## config.mk

```make
export PLATFORM = sky130hd
export DESIGN_NAME = axis_status_and_mode_regs
export DESIGN_NICKNAME = d
export VERILOG_FILES = /design/src/rtl/axis_regs_pkg.sv /design/src/rtl/axis_status_and_mode_regs.sv
export SDC_FILE = /design/constraint.sdc
export NUM_CORES = 1
export LEC_CHECK = 0
export ABC_AREA = 1
export BUFFER_PORTS_ARGS = -buffer_cell sky130_fd_sc_hd__buf_2
export CELL_PAD_IN_SITES_DETAIL_PLACEMENT = 0
export CELL_PAD_IN_SITES_GLOBAL_PLACEMENT = 1
export CORE_MARGIN = 5
export CORE_UTILIZATION = 30
export DETAILED_ROUTE_END_ITERATION = 10
export GPL_ROUTABILITY_DRIVEN = 0
export PLACE_DENSITY = 0.66
export SLEW_MARGIN = 5
export SYNTH_ARGS = -nofsm -noshare
export SYNTH_HDL_FRONTEND = slang
export SYNTH_SLANG_ARGS = --single-unit
```

## constraint.sdc

```tcl
create_clock -name mclk -period 11.4 [get_ports mclk]
set_input_delay 1.71 -clock mclk [delete_from_list [all_inputs] [get_ports mclk]]
set_output_delay 1.71 -clock mclk [all_outputs]
set_load 0.02 [all_outputs]
```

## src/rtl/axis_regs_pkg.sv

```systemverilog
// constants, register map and carrier types for the axis status and mode register bank
package axis_regs_pkg;

  // ----------------------------------------------------------------
  // geometry
  // ----------------------------------------------------------------
  localparam int NUM_AXES = 4; // axis code is two bits wide
  localparam int AXW = 2; // width of the axis code
  localparam int ADDR_W = 8; // byte address bits decoded

  // ----------------------------------------------------------------
  // register byte offsets
  // ----------------------------------------------------------------
  localparam logic [ADDR_W-1:0] OFS_STATUS = 8'h00; // status word of the selected axis
  localparam logic [ADDR_W-1:0] OFS_MODE = 8'h04; // mode word of the selected axis
  localparam logic [ADDR_W-1:0] OFS_CMD = 8'h08; // command strobe register
  localparam logic [ADDR_W-1:0] OFS_SEL = 8'h0C; // selected axis

  // ----------------------------------------------------------------
  // status word field positions
  // ----------------------------------------------------------------
  localparam int ST_DONE = 0; // motion complete
  localparam int ST_ALARM = 1; // drive alarm
  localparam int ST_BRK = 2; // breakpoint reached
  localparam int ST_CAPT = 3; // index or home captured
  localparam int ST_ERR = 4; // following error over band
  localparam int ST_PLIM = 5; // positive limit
  localparam int ST_NLIM = 6; // negative limit
  localparam int ST_CMDERR = 7; // command rejected
  localparam int NUM_EVT = 8; // sticky event bits 0..7
  localparam int NUM_IRQ_EVT = 7; // event bits 0..6 may request attention

  // ----------------------------------------------------------------
  // mode word field positions and motion codes
  // ----------------------------------------------------------------
  localparam int MD_AUTOHALT = 7; // halt and drive off on error over band
  localparam int MD_SELFUPD = 10; // load pending parameters at breakpoint
  localparam int MD_CODE_LO = 11; // motion code low bit
  localparam int MD_CODE_HI = 13; // motion code high bit

  typedef enum logic [2:0] {
    MM_TRAP = 3'h0, // trapezoid positioning
    MM_JOG = 3'h1, // independent jogging
    MM_SCURVE = 3'h2, // s-curve positioning
    MM_GEAR = 3'h3, // electronic gearing
    MM_COORD = 3'h5 // coordinated motion
  } motion_mode_t;

  // ----------------------------------------------------------------
  // command register layout and opcodes
  // ----------------------------------------------------------------
  localparam int CMD_OP_LO = 0; // opcode low bit
  localparam int CMD_OP_HI = 3; // opcode high bit
  localparam int CMD_MASK_LO = 8; // clear mask low bit
  localparam int CMD_MASK_HI = 15; // clear mask high bit

  typedef enum logic [3:0] {
    OP_CLEAR_ALL = 4'h1, // clear_all_events_cmd
    OP_CLEAR_SEL = 4'h2, // clear_selected_events_cmd
    OP_SMOOTH_STOP = 4'h3, // smooth_stop_cmd
    OP_ABRUPT_STOP = 4'h4, // abrupt_stop_cmd
    OP_DRIVE_EN = 4'h5, // drive_enable_cmd
    OP_HALT_EN = 4'h6, // auto_halt_enable_cmd
    OP_HALT_DIS = 4'h7, // auto_halt_disable_cmd
    OP_UPD_EN = 4'h8, // self_update_enable_cmd
    OP_UPD_DIS = 4'h9 // self_update_disable_cmd
  } cmd_op_t;

  // ----------------------------------------------------------------
  // bus responses
  // ----------------------------------------------------------------
  localparam logic [1:0] RESP_OKAY = 2'h0;
  localparam logic [1:0] RESP_DECERR = 2'h3;

  // ----------------------------------------------------------------
  // carriers
  // ----------------------------------------------------------------
  typedef struct packed {
    logic targetReached; // profile reached its target, pulse
    logic actVelZero; // actual velocity is zero, level
    logic cmdVelZero; // commanded velocity is zero, level
    logic driveAlarm; // drive alarm, level
    logic bpHit; // breakpoint condition met, pulse
    logic captureHit; // armed capture event seen, pulse
    logic errOver; // following error beyond band, level
    logic posLimit; // positive limit triggered, level
    logic negLimit; // negative limit triggered, level
    logic loopClosed; // servo loop closed
    logic driveOn; // drive enabled
    logic profMoving; // trajectory generator moving
    logic limitMonEn; // limit monitoring enabled
    logic homeArmed; // home capture armed
    logic indexArmed; // index capture armed
  } axis_in_t;

  typedef struct packed {
    logic haltReq; // stop the profile at once, pulse
    logic smoothStopReq; // start a smooth stop, pulse
    logic driveOffReq; // disable the drive, pulse
    logic driveOnReq; // enable the drive, pulse
    logic loadPendingReq; // load pending parameters, pulse
    logic eventIrq; // an attention event bit was newly set, pulse
  } axis_out_t;

  typedef struct packed {
    logic [NUM_EVT-1:0] evt; // sticky event bits
    logic autoHalt; // mode bit 7
    logic selfUpd; // mode bit 10
    logic [2:0] mcode; // mode bits 13:11
    logic smoothPend; // smooth stop waiting for zero velocity
  } axis_state_t;

endpackage : axis_regs_pkg

```

## src/rtl/axis_status_and_mode_regs.sv

```systemverilog
// per-axis status and mode register bank behind an AXI4-Lite slave
//
// How it works
// RULE1 - one 16-bit status word per axis
// RULE2 - bit0 set on completion, ignored when gearing
// RULE3 - bit1 set on drive alarm
// RULE4 - bit2 set when breakpoint condition met
// RULE5 - bit3 set on armed capture event
// RULE6 - bit4 error flag; clear only outside error
// RULE7 - bit5 positive limit, bit6 negative limit
// RULE8 - bit7 set when last command rejected
// RULE9 - bits 8,9,11 live loop, drive, limit monitor
// RULE10 - bit10 in motion, read only, no attention
// RULE11 - bits 13:12 selected axis code
// RULE12 - bit14 home armed, bit15 index armed
// RULE13 - bits 8..15 unaffected by clears
// RULE14 - event bits sticky until clear commands
// RULE15 - bits 0..6 may request host attention
// RULE16 - host clears completion flag promptly
// RULE17 - list of completion causes sets bit0
// RULE18 - motion flags follow the trajectory generator
// RULE19 - gearing mode holds in-motion at one
// RULE20 - mode bit7 halts axis on error overrun
// RULE21 - mode bit10 loads parameters at breakpoint
// RULE22 - mode bits 13:11 motion code, 000 trapezoid
// RULE23 - other codes 001,010,011,101; bits 14,15 reserved
// RULE24 - reserved mode bits read zero, ignore writes
`timescale 1ns/1ps
`default_nettype none

module axis_status_and_mode_regs (
  input wire logic mclk,
  input wire logic rst,
  input wire logic ce,
  // axi4-lite write address
  input wire logic s_axi_awvalid,
  output logic s_axi_awready,
  input wire logic [axis_regs_pkg::ADDR_W-1:0] s_axi_awaddr,
  // axi4-lite write data
  input wire logic s_axi_wvalid,
  output logic s_axi_wready,
  input wire logic [31:0] s_axi_wdata,
  input wire logic [3:0] s_axi_wstrb,
  // axi4-lite write response
  output logic s_axi_bvalid,
  input wire logic s_axi_bready,
  output logic [1:0] s_axi_bresp,
  // axi4-lite read address
  input wire logic s_axi_arvalid,
  output logic s_axi_arready,
  input wire logic [axis_regs_pkg::ADDR_W-1:0] s_axi_araddr,
  // axi4-lite read data
  output logic s_axi_rvalid,
  input wire logic s_axi_rready,
  output logic [31:0] s_axi_rdata,
  output logic [1:0] s_axi_rresp,
  // motion core side
  input wire axis_regs_pkg::axis_in_t [axis_regs_pkg::NUM_AXES-1:0] axisIn,
  output axis_regs_pkg::axis_out_t [axis_regs_pkg::NUM_AXES-1:0] axisOut
);

  // ----------------------------------------------------------------
  // state record
  // ----------------------------------------------------------------
  typedef struct packed {
    axis_regs_pkg::axis_state_t [axis_regs_pkg::NUM_AXES-1:0] ax; // per-axis registers
    logic [axis_regs_pkg::AXW-1:0] sel; // selected axis
    logic awHeld; // write address captured
    logic [axis_regs_pkg::ADDR_W-1:0] awAddr; // captured write address
    logic wHeld; // write data captured
    logic [31:0] wData; // captured write data
    logic [3:0] wStrb; // captured byte strobes
    logic bValid; // write response pending
    logic [1:0] bResp; // write response code
    logic rValid; // read data pending
    logic [31:0] rData; // read data
    logic [1:0] rResp; // read response code
    axis_regs_pkg::axis_out_t [axis_regs_pkg::NUM_AXES-1:0] out; // registered requests
  } regs_t;

  regs_t st_r; // registered state
  regs_t st_nxt; // next state

  // ----------------------------------------------------------------
  // handshake outputs
  // ----------------------------------------------------------------
  // a write channel is ready while its holding slot is free and no response waits; read address is ready while no read data waits
  assign s_axi_awready = !st_r.awHeld && !st_r.bValid;
  assign s_axi_wready = !st_r.wHeld && !st_r.bValid;
  assign s_axi_arready = !st_r.rValid;
  assign s_axi_bvalid = st_r.bValid;
  assign s_axi_bresp = st_r.bResp;
  assign s_axi_rvalid = st_r.rValid;
  assign s_axi_rdata = st_r.rData;
  assign s_axi_rresp = st_r.rResp;
  assign axisOut = st_r.out;

  // ----------------------------------------------------------------
  // status word of one axis
  // ----------------------------------------------------------------
  function automatic logic [15:0] status_word(
    input axis_regs_pkg::axis_state_t s,
    input axis_regs_pkg::axis_in_t i,
    input logic [axis_regs_pkg::AXW-1:0] code
  );
    logic gear;
    gear = (s.mcode == axis_regs_pkg::MM_GEAR);
    // live bits come straight from the trajectory side, not the encoder
    status_word = {i.indexArmed, i.homeArmed, // see RULE12
                   code, // see RULE11
                   i.limitMonEn, // see RULE9
                   i.profMoving | gear, // see RULE10 see RULE18 see RULE19
                   i.driveOn, i.loopClosed, // see RULE9
                   s.evt}; // see RULE1
  endfunction : status_word

  // ----------------------------------------------------------------
  // mode word of one axis
  // ----------------------------------------------------------------
  function automatic logic [15:0] mode_word(input axis_regs_pkg::axis_state_t s);
    mode_word = 16'h0000; // reserved bits read zero, see RULE24 see RULE23
    mode_word[axis_regs_pkg::MD_AUTOHALT] = s.autoHalt;
    mode_word[axis_regs_pkg::MD_SELFUPD] = s.selfUpd;
    mode_word[axis_regs_pkg::MD_CODE_HI:axis_regs_pkg::MD_CODE_LO] = s.mcode; // see RULE22
  endfunction : mode_word

  // ----------------------------------------------------------------
  // next-state logic
  // ----------------------------------------------------------------
  always_comb begin
    logic doWrite; // both halves of a write are present
    logic [axis_regs_pkg::ADDR_W-1:0] wa; // effective write address
    logic [31:0] wd; // effective write data
    logic [3:0] ws; // effective strobes
    logic cmdValid; // command write accepted
    logic cmdBad; // command write rejected
    logic [3:0] op; // command opcode
    logic [axis_regs_pkg::NUM_EVT-1:0] clrMask; // event bits cleared this cycle
    logic [axis_regs_pkg::NUM_EVT-1:0] setMask; // event bits set this cycle
    logic [2:0] newCode; // mode code written
    logic doneCause; // any completion cause
    logic gear; // axis in gearing mode
    logic jog; // axis in jogging mode
    logic errHalt; // auto halt firing
    logic isSel; // this axis is the selected one
    doWrite = 1'b0;
    wa = '0;
    wd = '0;
    ws = '0;
    cmdValid = 1'b0;
    cmdBad = 1'b0;
    op = '0;
    newCode = '0;
    clrMask = '0;
    setMask = '0;
    doneCause = 1'b0;
    gear = 1'b0;
    jog = 1'b0;
    errHalt = 1'b0;
    isSel = 1'b0;
    st_nxt = st_r;

    // pulses last one cycle
    st_nxt.out = '0;

    // write address and data are taken in either order
    if (s_axi_awvalid && s_axi_awready) begin
      st_nxt.awHeld = 1'b1;
      st_nxt.awAddr = s_axi_awaddr;
    end
    if (s_axi_wvalid && s_axi_wready) begin
      st_nxt.wHeld = 1'b1;
      st_nxt.wData = s_axi_wdata;
      st_nxt.wStrb = s_axi_wstrb;
    end
    // the write acts once both halves are held
    if (st_r.awHeld && st_r.wHeld) begin
      doWrite = 1'b1;
      wa = st_r.awAddr;
      wd = st_r.wData;
      ws = st_r.wStrb;
      st_nxt.awHeld = 1'b0;
      st_nxt.wHeld = 1'b0;
      st_nxt.bValid = 1'b1;
      st_nxt.bResp = axis_regs_pkg::RESP_OKAY;
    end
    // response retires when the master takes it
    if (st_r.bValid && s_axi_bready) begin
      st_nxt.bValid = 1'b0;
    end

    // decode the write
    if (doWrite) begin
      unique case ({wa[axis_regs_pkg::ADDR_W-1:2], 2'h0})
        axis_regs_pkg::OFS_STATUS: begin
          // status word is not writable by software
        end
        axis_regs_pkg::OFS_MODE: begin
          // only the motion code is writable
          if (ws[1]) begin
            newCode = wd[axis_regs_pkg::MD_CODE_HI:axis_regs_pkg::MD_CODE_LO];
            unique case (newCode)
              axis_regs_pkg::MM_TRAP, axis_regs_pkg::MM_JOG, axis_regs_pkg::MM_SCURVE,
              axis_regs_pkg::MM_GEAR, axis_regs_pkg::MM_COORD: begin
                st_nxt.ax[st_r.sel].mcode = newCode; // see RULE22 see RULE23
                cmdValid = 1'b1;
              end
              default: begin
                cmdBad = 1'b1; // undefined motion code, see RULE8
              end
            endcase
          end
        end
        axis_regs_pkg::OFS_CMD: begin
          if (ws[0]) begin
            op = wd[axis_regs_pkg::CMD_OP_HI:axis_regs_pkg::CMD_OP_LO];
            unique case (op)
              axis_regs_pkg::OP_CLEAR_ALL, axis_regs_pkg::OP_CLEAR_SEL, axis_regs_pkg::OP_SMOOTH_STOP,
              axis_regs_pkg::OP_ABRUPT_STOP, axis_regs_pkg::OP_DRIVE_EN, axis_regs_pkg::OP_HALT_EN,
              axis_regs_pkg::OP_HALT_DIS, axis_regs_pkg::OP_UPD_EN, axis_regs_pkg::OP_UPD_DIS: begin
                cmdValid = 1'b1;
              end
              default: begin
                cmdBad = 1'b1; // unknown opcode, see RULE8
              end
            endcase
          end
        end
        axis_regs_pkg::OFS_SEL: begin
          if (ws[0]) begin
            st_nxt.sel = wd[axis_regs_pkg::AXW-1:0];
          end
        end
        default: begin
          st_nxt.bResp = axis_regs_pkg::RESP_DECERR; // unmapped address
        end
      endcase
    end

    // per-axis event and mode logic
    for (int a = 0; a < axis_regs_pkg::NUM_AXES; a++) begin
      isSel = (st_r.sel == a[axis_regs_pkg::AXW-1:0]);
      gear = (st_r.ax[a].mcode == axis_regs_pkg::MM_GEAR);
      jog = (st_r.ax[a].mcode == axis_regs_pkg::MM_JOG);
      errHalt = st_r.ax[a].autoHalt && axisIn[a].errOver; // see RULE20
      clrMask = '0;
      setMask = '0;

      // commands act on the selected axis
      if (isSel && cmdValid && op != 4'h0) begin
        unique case (op)
          axis_regs_pkg::OP_CLEAR_ALL: clrMask = '1; // see RULE14
          axis_regs_pkg::OP_CLEAR_SEL: clrMask = wd[axis_regs_pkg::CMD_MASK_HI:axis_regs_pkg::CMD_MASK_LO]; // see RULE14
          axis_regs_pkg::OP_SMOOTH_STOP: begin
            st_nxt.ax[a].smoothPend = 1'b1;
            st_nxt.out[a].smoothStopReq = 1'b1;
          end
          axis_regs_pkg::OP_ABRUPT_STOP: st_nxt.out[a].haltReq = 1'b1;
          axis_regs_pkg::OP_DRIVE_EN: st_nxt.out[a].driveOnReq = 1'b1;
          axis_regs_pkg::OP_HALT_EN: st_nxt.ax[a].autoHalt = 1'b1; // see RULE20
          axis_regs_pkg::OP_HALT_DIS: st_nxt.ax[a].autoHalt = 1'b0; // see RULE20
          axis_regs_pkg::OP_UPD_EN: st_nxt.ax[a].selfUpd = 1'b1; // see RULE21
          axis_regs_pkg::OP_UPD_DIS: st_nxt.ax[a].selfUpd = 1'b0; // see RULE21
          default: begin
          end
        endcase
      end
      // error flag survives a clear while the error persists
      if (axisIn[a].errOver) begin
        clrMask[axis_regs_pkg::ST_ERR] = 1'b0; // see RULE6
      end

      // smooth stop completes when actual velocity reaches zero
      doneCause = 1'b0;
      if (st_r.ax[a].smoothPend && axisIn[a].actVelZero) begin
        st_nxt.ax[a].smoothPend = 1'b0;
        doneCause = 1'b1;
      end
      // completion causes
      doneCause = doneCause | axisIn[a].targetReached // see RULE17 see RULE18
                | (jog && axisIn[a].actVelZero && axisIn[a].cmdVelZero)
                | (isSel && cmdValid && (op == axis_regs_pkg::OP_ABRUPT_STOP || op == axis_regs_pkg::OP_DRIVE_EN))
                | (axisIn[a].limitMonEn && (axisIn[a].posLimit || axisIn[a].negLimit))
                | errHalt | axisIn[a].driveAlarm;
      setMask[axis_regs_pkg::ST_DONE] = doneCause && !gear; // see RULE2
      setMask[axis_regs_pkg::ST_ALARM] = axisIn[a].driveAlarm; // see RULE3
      setMask[axis_regs_pkg::ST_BRK] = axisIn[a].bpHit; // see RULE4
      setMask[axis_regs_pkg::ST_CAPT] = axisIn[a].captureHit; // see RULE5
      setMask[axis_regs_pkg::ST_ERR] = axisIn[a].errOver; // see RULE6
      setMask[axis_regs_pkg::ST_PLIM] = axisIn[a].posLimit; // see RULE7
      setMask[axis_regs_pkg::ST_NLIM] = axisIn[a].negLimit; // see RULE7
      setMask[axis_regs_pkg::ST_CMDERR] = isSel && cmdBad; // see RULE8

      // set wins over clear in the same cycle
      st_nxt.ax[a].evt = (st_r.ax[a].evt & ~clrMask) | setMask; // see RULE14

      // attention pulse when one of bits 0..6 rises
      st_nxt.out[a].eventIrq = |(setMask[axis_regs_pkg::NUM_IRQ_EVT-1:0]
                               & ~st_r.ax[a].evt[axis_regs_pkg::NUM_IRQ_EVT-1:0]); // see RULE15

      // auto halt stops the profile and drops the drive
      if (errHalt) begin
        st_nxt.out[a].haltReq = 1'b1; // see RULE20
        st_nxt.out[a].driveOffReq = 1'b1; // see RULE20
      end
      // self update loads pending parameters at the breakpoint
      st_nxt.out[a].loadPendingReq = st_r.ax[a].selfUpd && axisIn[a].bpHit; // see RULE21
    end

    // read path, one cycle after the address is taken
    if (st_r.rValid && s_axi_rready) begin
      st_nxt.rValid = 1'b0;
    end
    if (s_axi_arvalid && !st_r.rValid) begin
      st_nxt.rValid = 1'b1;
      st_nxt.rResp = axis_regs_pkg::RESP_OKAY;
      st_nxt.rData = 32'h0000_0000;
      unique case ({s_axi_araddr[axis_regs_pkg::ADDR_W-1:2], 2'h0})
        axis_regs_pkg::OFS_STATUS:
          st_nxt.rData[15:0] = status_word(st_r.ax[st_r.sel], axisIn[st_r.sel], st_r.sel); // see RULE13
        axis_regs_pkg::OFS_MODE: st_nxt.rData[15:0] = mode_word(st_r.ax[st_r.sel]);
        axis_regs_pkg::OFS_CMD: st_nxt.rData = 32'h0000_0000; // strobe register reads zero
        axis_regs_pkg::OFS_SEL: st_nxt.rData[axis_regs_pkg::AXW-1:0] = st_r.sel;
        default: st_nxt.rResp = axis_regs_pkg::RESP_DECERR;
      endcase
    end
  end

  // ----------------------------------------------------------------
  // state register
  // ----------------------------------------------------------------
  always_ff @(posedge mclk or posedge rst) begin
    if (rst) begin
      st_r <= '0;
    end else if (ce) begin
      st_r <= st_nxt;
    end
  end

endmodule : axis_status_and_mode_regs

`default_nettype wire

```

Word-level counts from Yosys, hierarchy flattened --
Index checks and enable logic that the tools add are counted.
Storage, ports and cells: bits in registers 150
Cells by class: order comparisons 2, equal/unequal tests 40, reductions and logical operators 92, bitwise gates (word level) 45, muxes and demuxes 101
Operators by type and width (number):
- $mux 48 | 3
- $bwmux 56 | 1
- $logic_and 1x1->1 | 53
- $mux 1 | 50
- $mux 50 | 1
- $mux 8 | 5
- $mux 37 | 1
- $mux 35 | 1
- $and 8x8->8 | 4
- $eq 4x3->1 const B | 8
- $not 8->8 | 4
- $or 8x8->8 | 4
- $bmux 15 s2 | 1
- $and 7x7->7 | 4
- $bmux 14 s2 | 1
- $demux 14 s2 | 1
- $mux 2 | 14
- $not 7->7 | 4
- $pmux 14 s2 | 1
- $reduce_or 7->1 | 4
- $or 1x1->1 | 25
- $eq 6x2->1 const B | 4
- $eq 3x2->1 const B | 7
- $pmux 1 s2 | 10
- other kinds (31) | 69

Logic depth before layout (Yosys ltp) --
depth after elaboration 17, depth in mapped cells 12, depth with buffers taken out 12

Worst setup path before layout --
OpenSTA, ideal clock, no wires.
path kind input to register, from input ce, to register st_r (netlist bit axisOut[6]), path buffers 2, path slack 8.605 ns, stages on the path 5, data arrival time 2.676 ns, setup time 0.120 ns, path through inv_1 -> clkbuf_1 -> clkbuf_1 -> mux2i_1 -> nand2_1
RTL lines:
- start: declaration | line axis_status_and_mode_regs.sv:34 | input wire logic ce,
- end signal: assignment | line axis_status_and_mode_regs.sv:336 | st_r <= st_nxt;
- end: declaration | line axis_status_and_mode_regs.sv:81 | regs_t st_r;

Worst setup path after layout --
from input ce, to register st_r[63] in the netlist's numbering
On the way: cells in the longest elaborated chain, start to end 1
Ends and longest elaborated chain:
- $reduce_and 2->1 (no source line)
No other way between the ends. A chain may end at the register's enable or synchronous reset.

==> metrics.cfg <==
[timing]
period_share_pct = 33.5
hold_viol_final = 0
rsz0062_at_grt = no
slew_violations = 0
worst_pin_slew_ns = 0.975
fin_skew_ns = 0.00830
setup_viol = 0
min_period_ns = 3.82
relSlewSlack_pct = 35.0
finalSetupTns_ns = 0
clock.fmax_mhz = 262

[yosys]
syn_inst = 900
yosysSeqAreaShare_pct = 44.9
syn-cell-area_sq_mm = 0.00691
yosys_register_bits = 124
yosysUniqueCellTypes = 41
ys_warn_count = 0
avgSynthCellArea_sq_um = 7.68

[place]
placed_area_sq_mm = 0.00748
hpwl_um = 16500
portBuffers = 142

[grt]
antenna_found_initial = 1
grtUsageTotal_pct = 16.8
grt_overflow_total = 0
grt_pass1_wl_um = 34000
grt_pass1_vias = 5939
grt_max_degree = 72

[run_status]
outcome = finished clean

[worst_setup_path]
cp-end-kind = flip-flop
crit_family = buffers and inverters
critPathMaxStageDelay_ns = 0.79
crit_buf_inv = 2
arrival_ns = 4.12
required_ns = 11.71
path_cells = buf_2 > buf_4 > nand3_1 > mux2_2
critPathKind = in -> reg
cpMaxStageDelayCell = nand3_1
crit_fanout = 41
start_kind = primary input
rrSetupSlack_ns = 8.88

[power_and_ir_drop]
p_leak_nw = 4.23
ir_worst_vdd_mv = 0.0611
power.density_mw_per_mm2 = 167

[run]
maxCapViolCount = 0

[cts]
worst_skew_pair.late_latency_ns = 0.42
cts_made_buffers = 17
postCtsSetupRepairBufs = 0
cts_hold_buf = 0
clock_sinks = 124
cts.repair.resized = 0
cts_root_buffer = clkbuf_16
htreeDepth = 4
cts_buffer_depth = 2
clkTransAtPathRegs_ns = 0.06
cts_tree = yes

[floorplanning]
die_area_sq_mm = 0.0262
core_sq_mm = 0.0226
io_pins = 185
fp.dieH_um = 162
fp-row-count = 55
die_x_um = 162
start_util_pct = 30.5

[drt]
drc = 0
wl_per_cell_um = 17.3
dr.pass1.iters = 5
vias = 6061
dr.first_iter.drc_count = 443
wirelength_um = 22300
vias_per_cell = 4.69
drtAntennaViolNets = 0

[layout]
area_delta_synth_final_pct = 17.6
fin_nets = 1113
final_common_cell = nand2_1
layout_common_cells = 254 x nand2_1, 142 x buf_2, 124 x dfrtp_1
final_cell_area_sq_mm = 0.00812
n_antenna_cell = 0
drive_gt1_share_pct = 21.0

[min_path]
hold_path.class = reg -> reg

final timing paths:
check,from,cells after the start,endpoint
setup / recovery,ce,4,st_r[63]
min in group asynchronous,rst,2,s_axi_bvalid
setup reg to reg,st_r[109],6,s_axi_rdata[10]
max in group asynchronous,rst,3,s_axi_rdata[15]
hold reg to reg,st_r[136],2,st_r[136]
hold / removal,st_r[136],2,st_r[136]
worst reg2reg max path, stage by stage, from the launching register on:
cell and delay, ns:
dfrtp_1 0.48, nand2_1 0.29, clkinv_1 0.64, a22oi_1 0.64, a21oi_1 0.15, a21oi_1 0.15
nand2_1 0.07
routing by layer:
| metal | share of wire, % | track usage, % | vias up |
|---|---|---|---|
| li1 | - | - | 3032 |
| met4 | 2.4 | 6.15 | 2 |
| met2 | 47 | 27.0 | 151 |
| met1 | 46 | 22.3 | 2843 |
| met5 | 0.058 | 0 | - |
| met3 | 4.8 | 3.73 | 33 |
logic make-up after synthesis:
family | count (synthesis) | synth area share (%)
other cells | 1 | 0.0543
compound gates | 133 | 12.0
flops | 124 | 44.9
simple gates | 443 | 28.1
buf+inv | 196 | 14.5
mux | 3 | 0.471
report_power, final:
group          total (W)  internal [W]  leakage (nW)  switching, W
registers       0.000534      0.000491          1.41     0.0000429
clock network   0.000597      0.000393         0.303      0.000204
logic           0.000226     0.0000713          2.52      0.000155
flip-flops by register name, indices dropped and copies added, names as in the netlist, named ones only:
signal / flops
axisOut: 24
s_axi_bvalid: 1
s_axi_rdata: 16
s_axi_rresp: 1
s_axi_rvalid: 1
st_r: 80
area by class of cell:
type / instances / area [sq um]
tap: 285 / 357
clock inverter: 11 / 191
multi-input combinational: 595 / 2860
inverter: 107 / 404
sequential: 124 / 3100
fill: 2473 / 14500
timing repair buffer: 148 / 756
clock buffer: 21 / 450
cells in the mapped netlist (all sizes together):
master   number  share of area (%)
a31oi        10               0.91
nand2       263                 15
o21ai        39                2.8
conb          1              0.054
nand3        87                6.5
clkbuf       16               0.89
a221oi       10                1.3
buf          73                7.8
o221ai        4               0.51
nor4          1               0.31
nand4         8               0.81
clkinv        1              0.054
a22o          5               0.63
dfrtp       124                 45
a22oi        11                1.2
o211ai        4               0.51
o31ai         2               0.22
o2111ai       2               0.25
mux2i         1               0.14
nor3          9               0.80
o22ai         8               0.72
nor2         74                4.9
and3          1              0.091
a21oi        38                3.0
mux2          2               0.33
inv         106                5.8
metrics by stage:
| step | instances | total power, W | hold WS [ns] | util (%) | setup slack [ns] |
|---|---|---|---|---|---|
| after detailed placement | 1259 | 0.000771 | 0.459 | 33.0 | 7.12 |
| final | 1291 | 0.00136 | 0.470 | 35.9 | 7.58 |
| after CTS | 1291 | 0.00137 | 0.472 | 35.9 | 7.56 |
| after global placement | 1259 | 0.000770 | 0.455 | 33.0 | 7.09 |
| after floorplan | 915 | 0.000708 | 0.442 | - | 6.39 |
| after global routing | 1291 | 0.00143 | 0.481 | 35.9 | 7.37 |
Note: power is estimated with default switching activity, not from simulation.
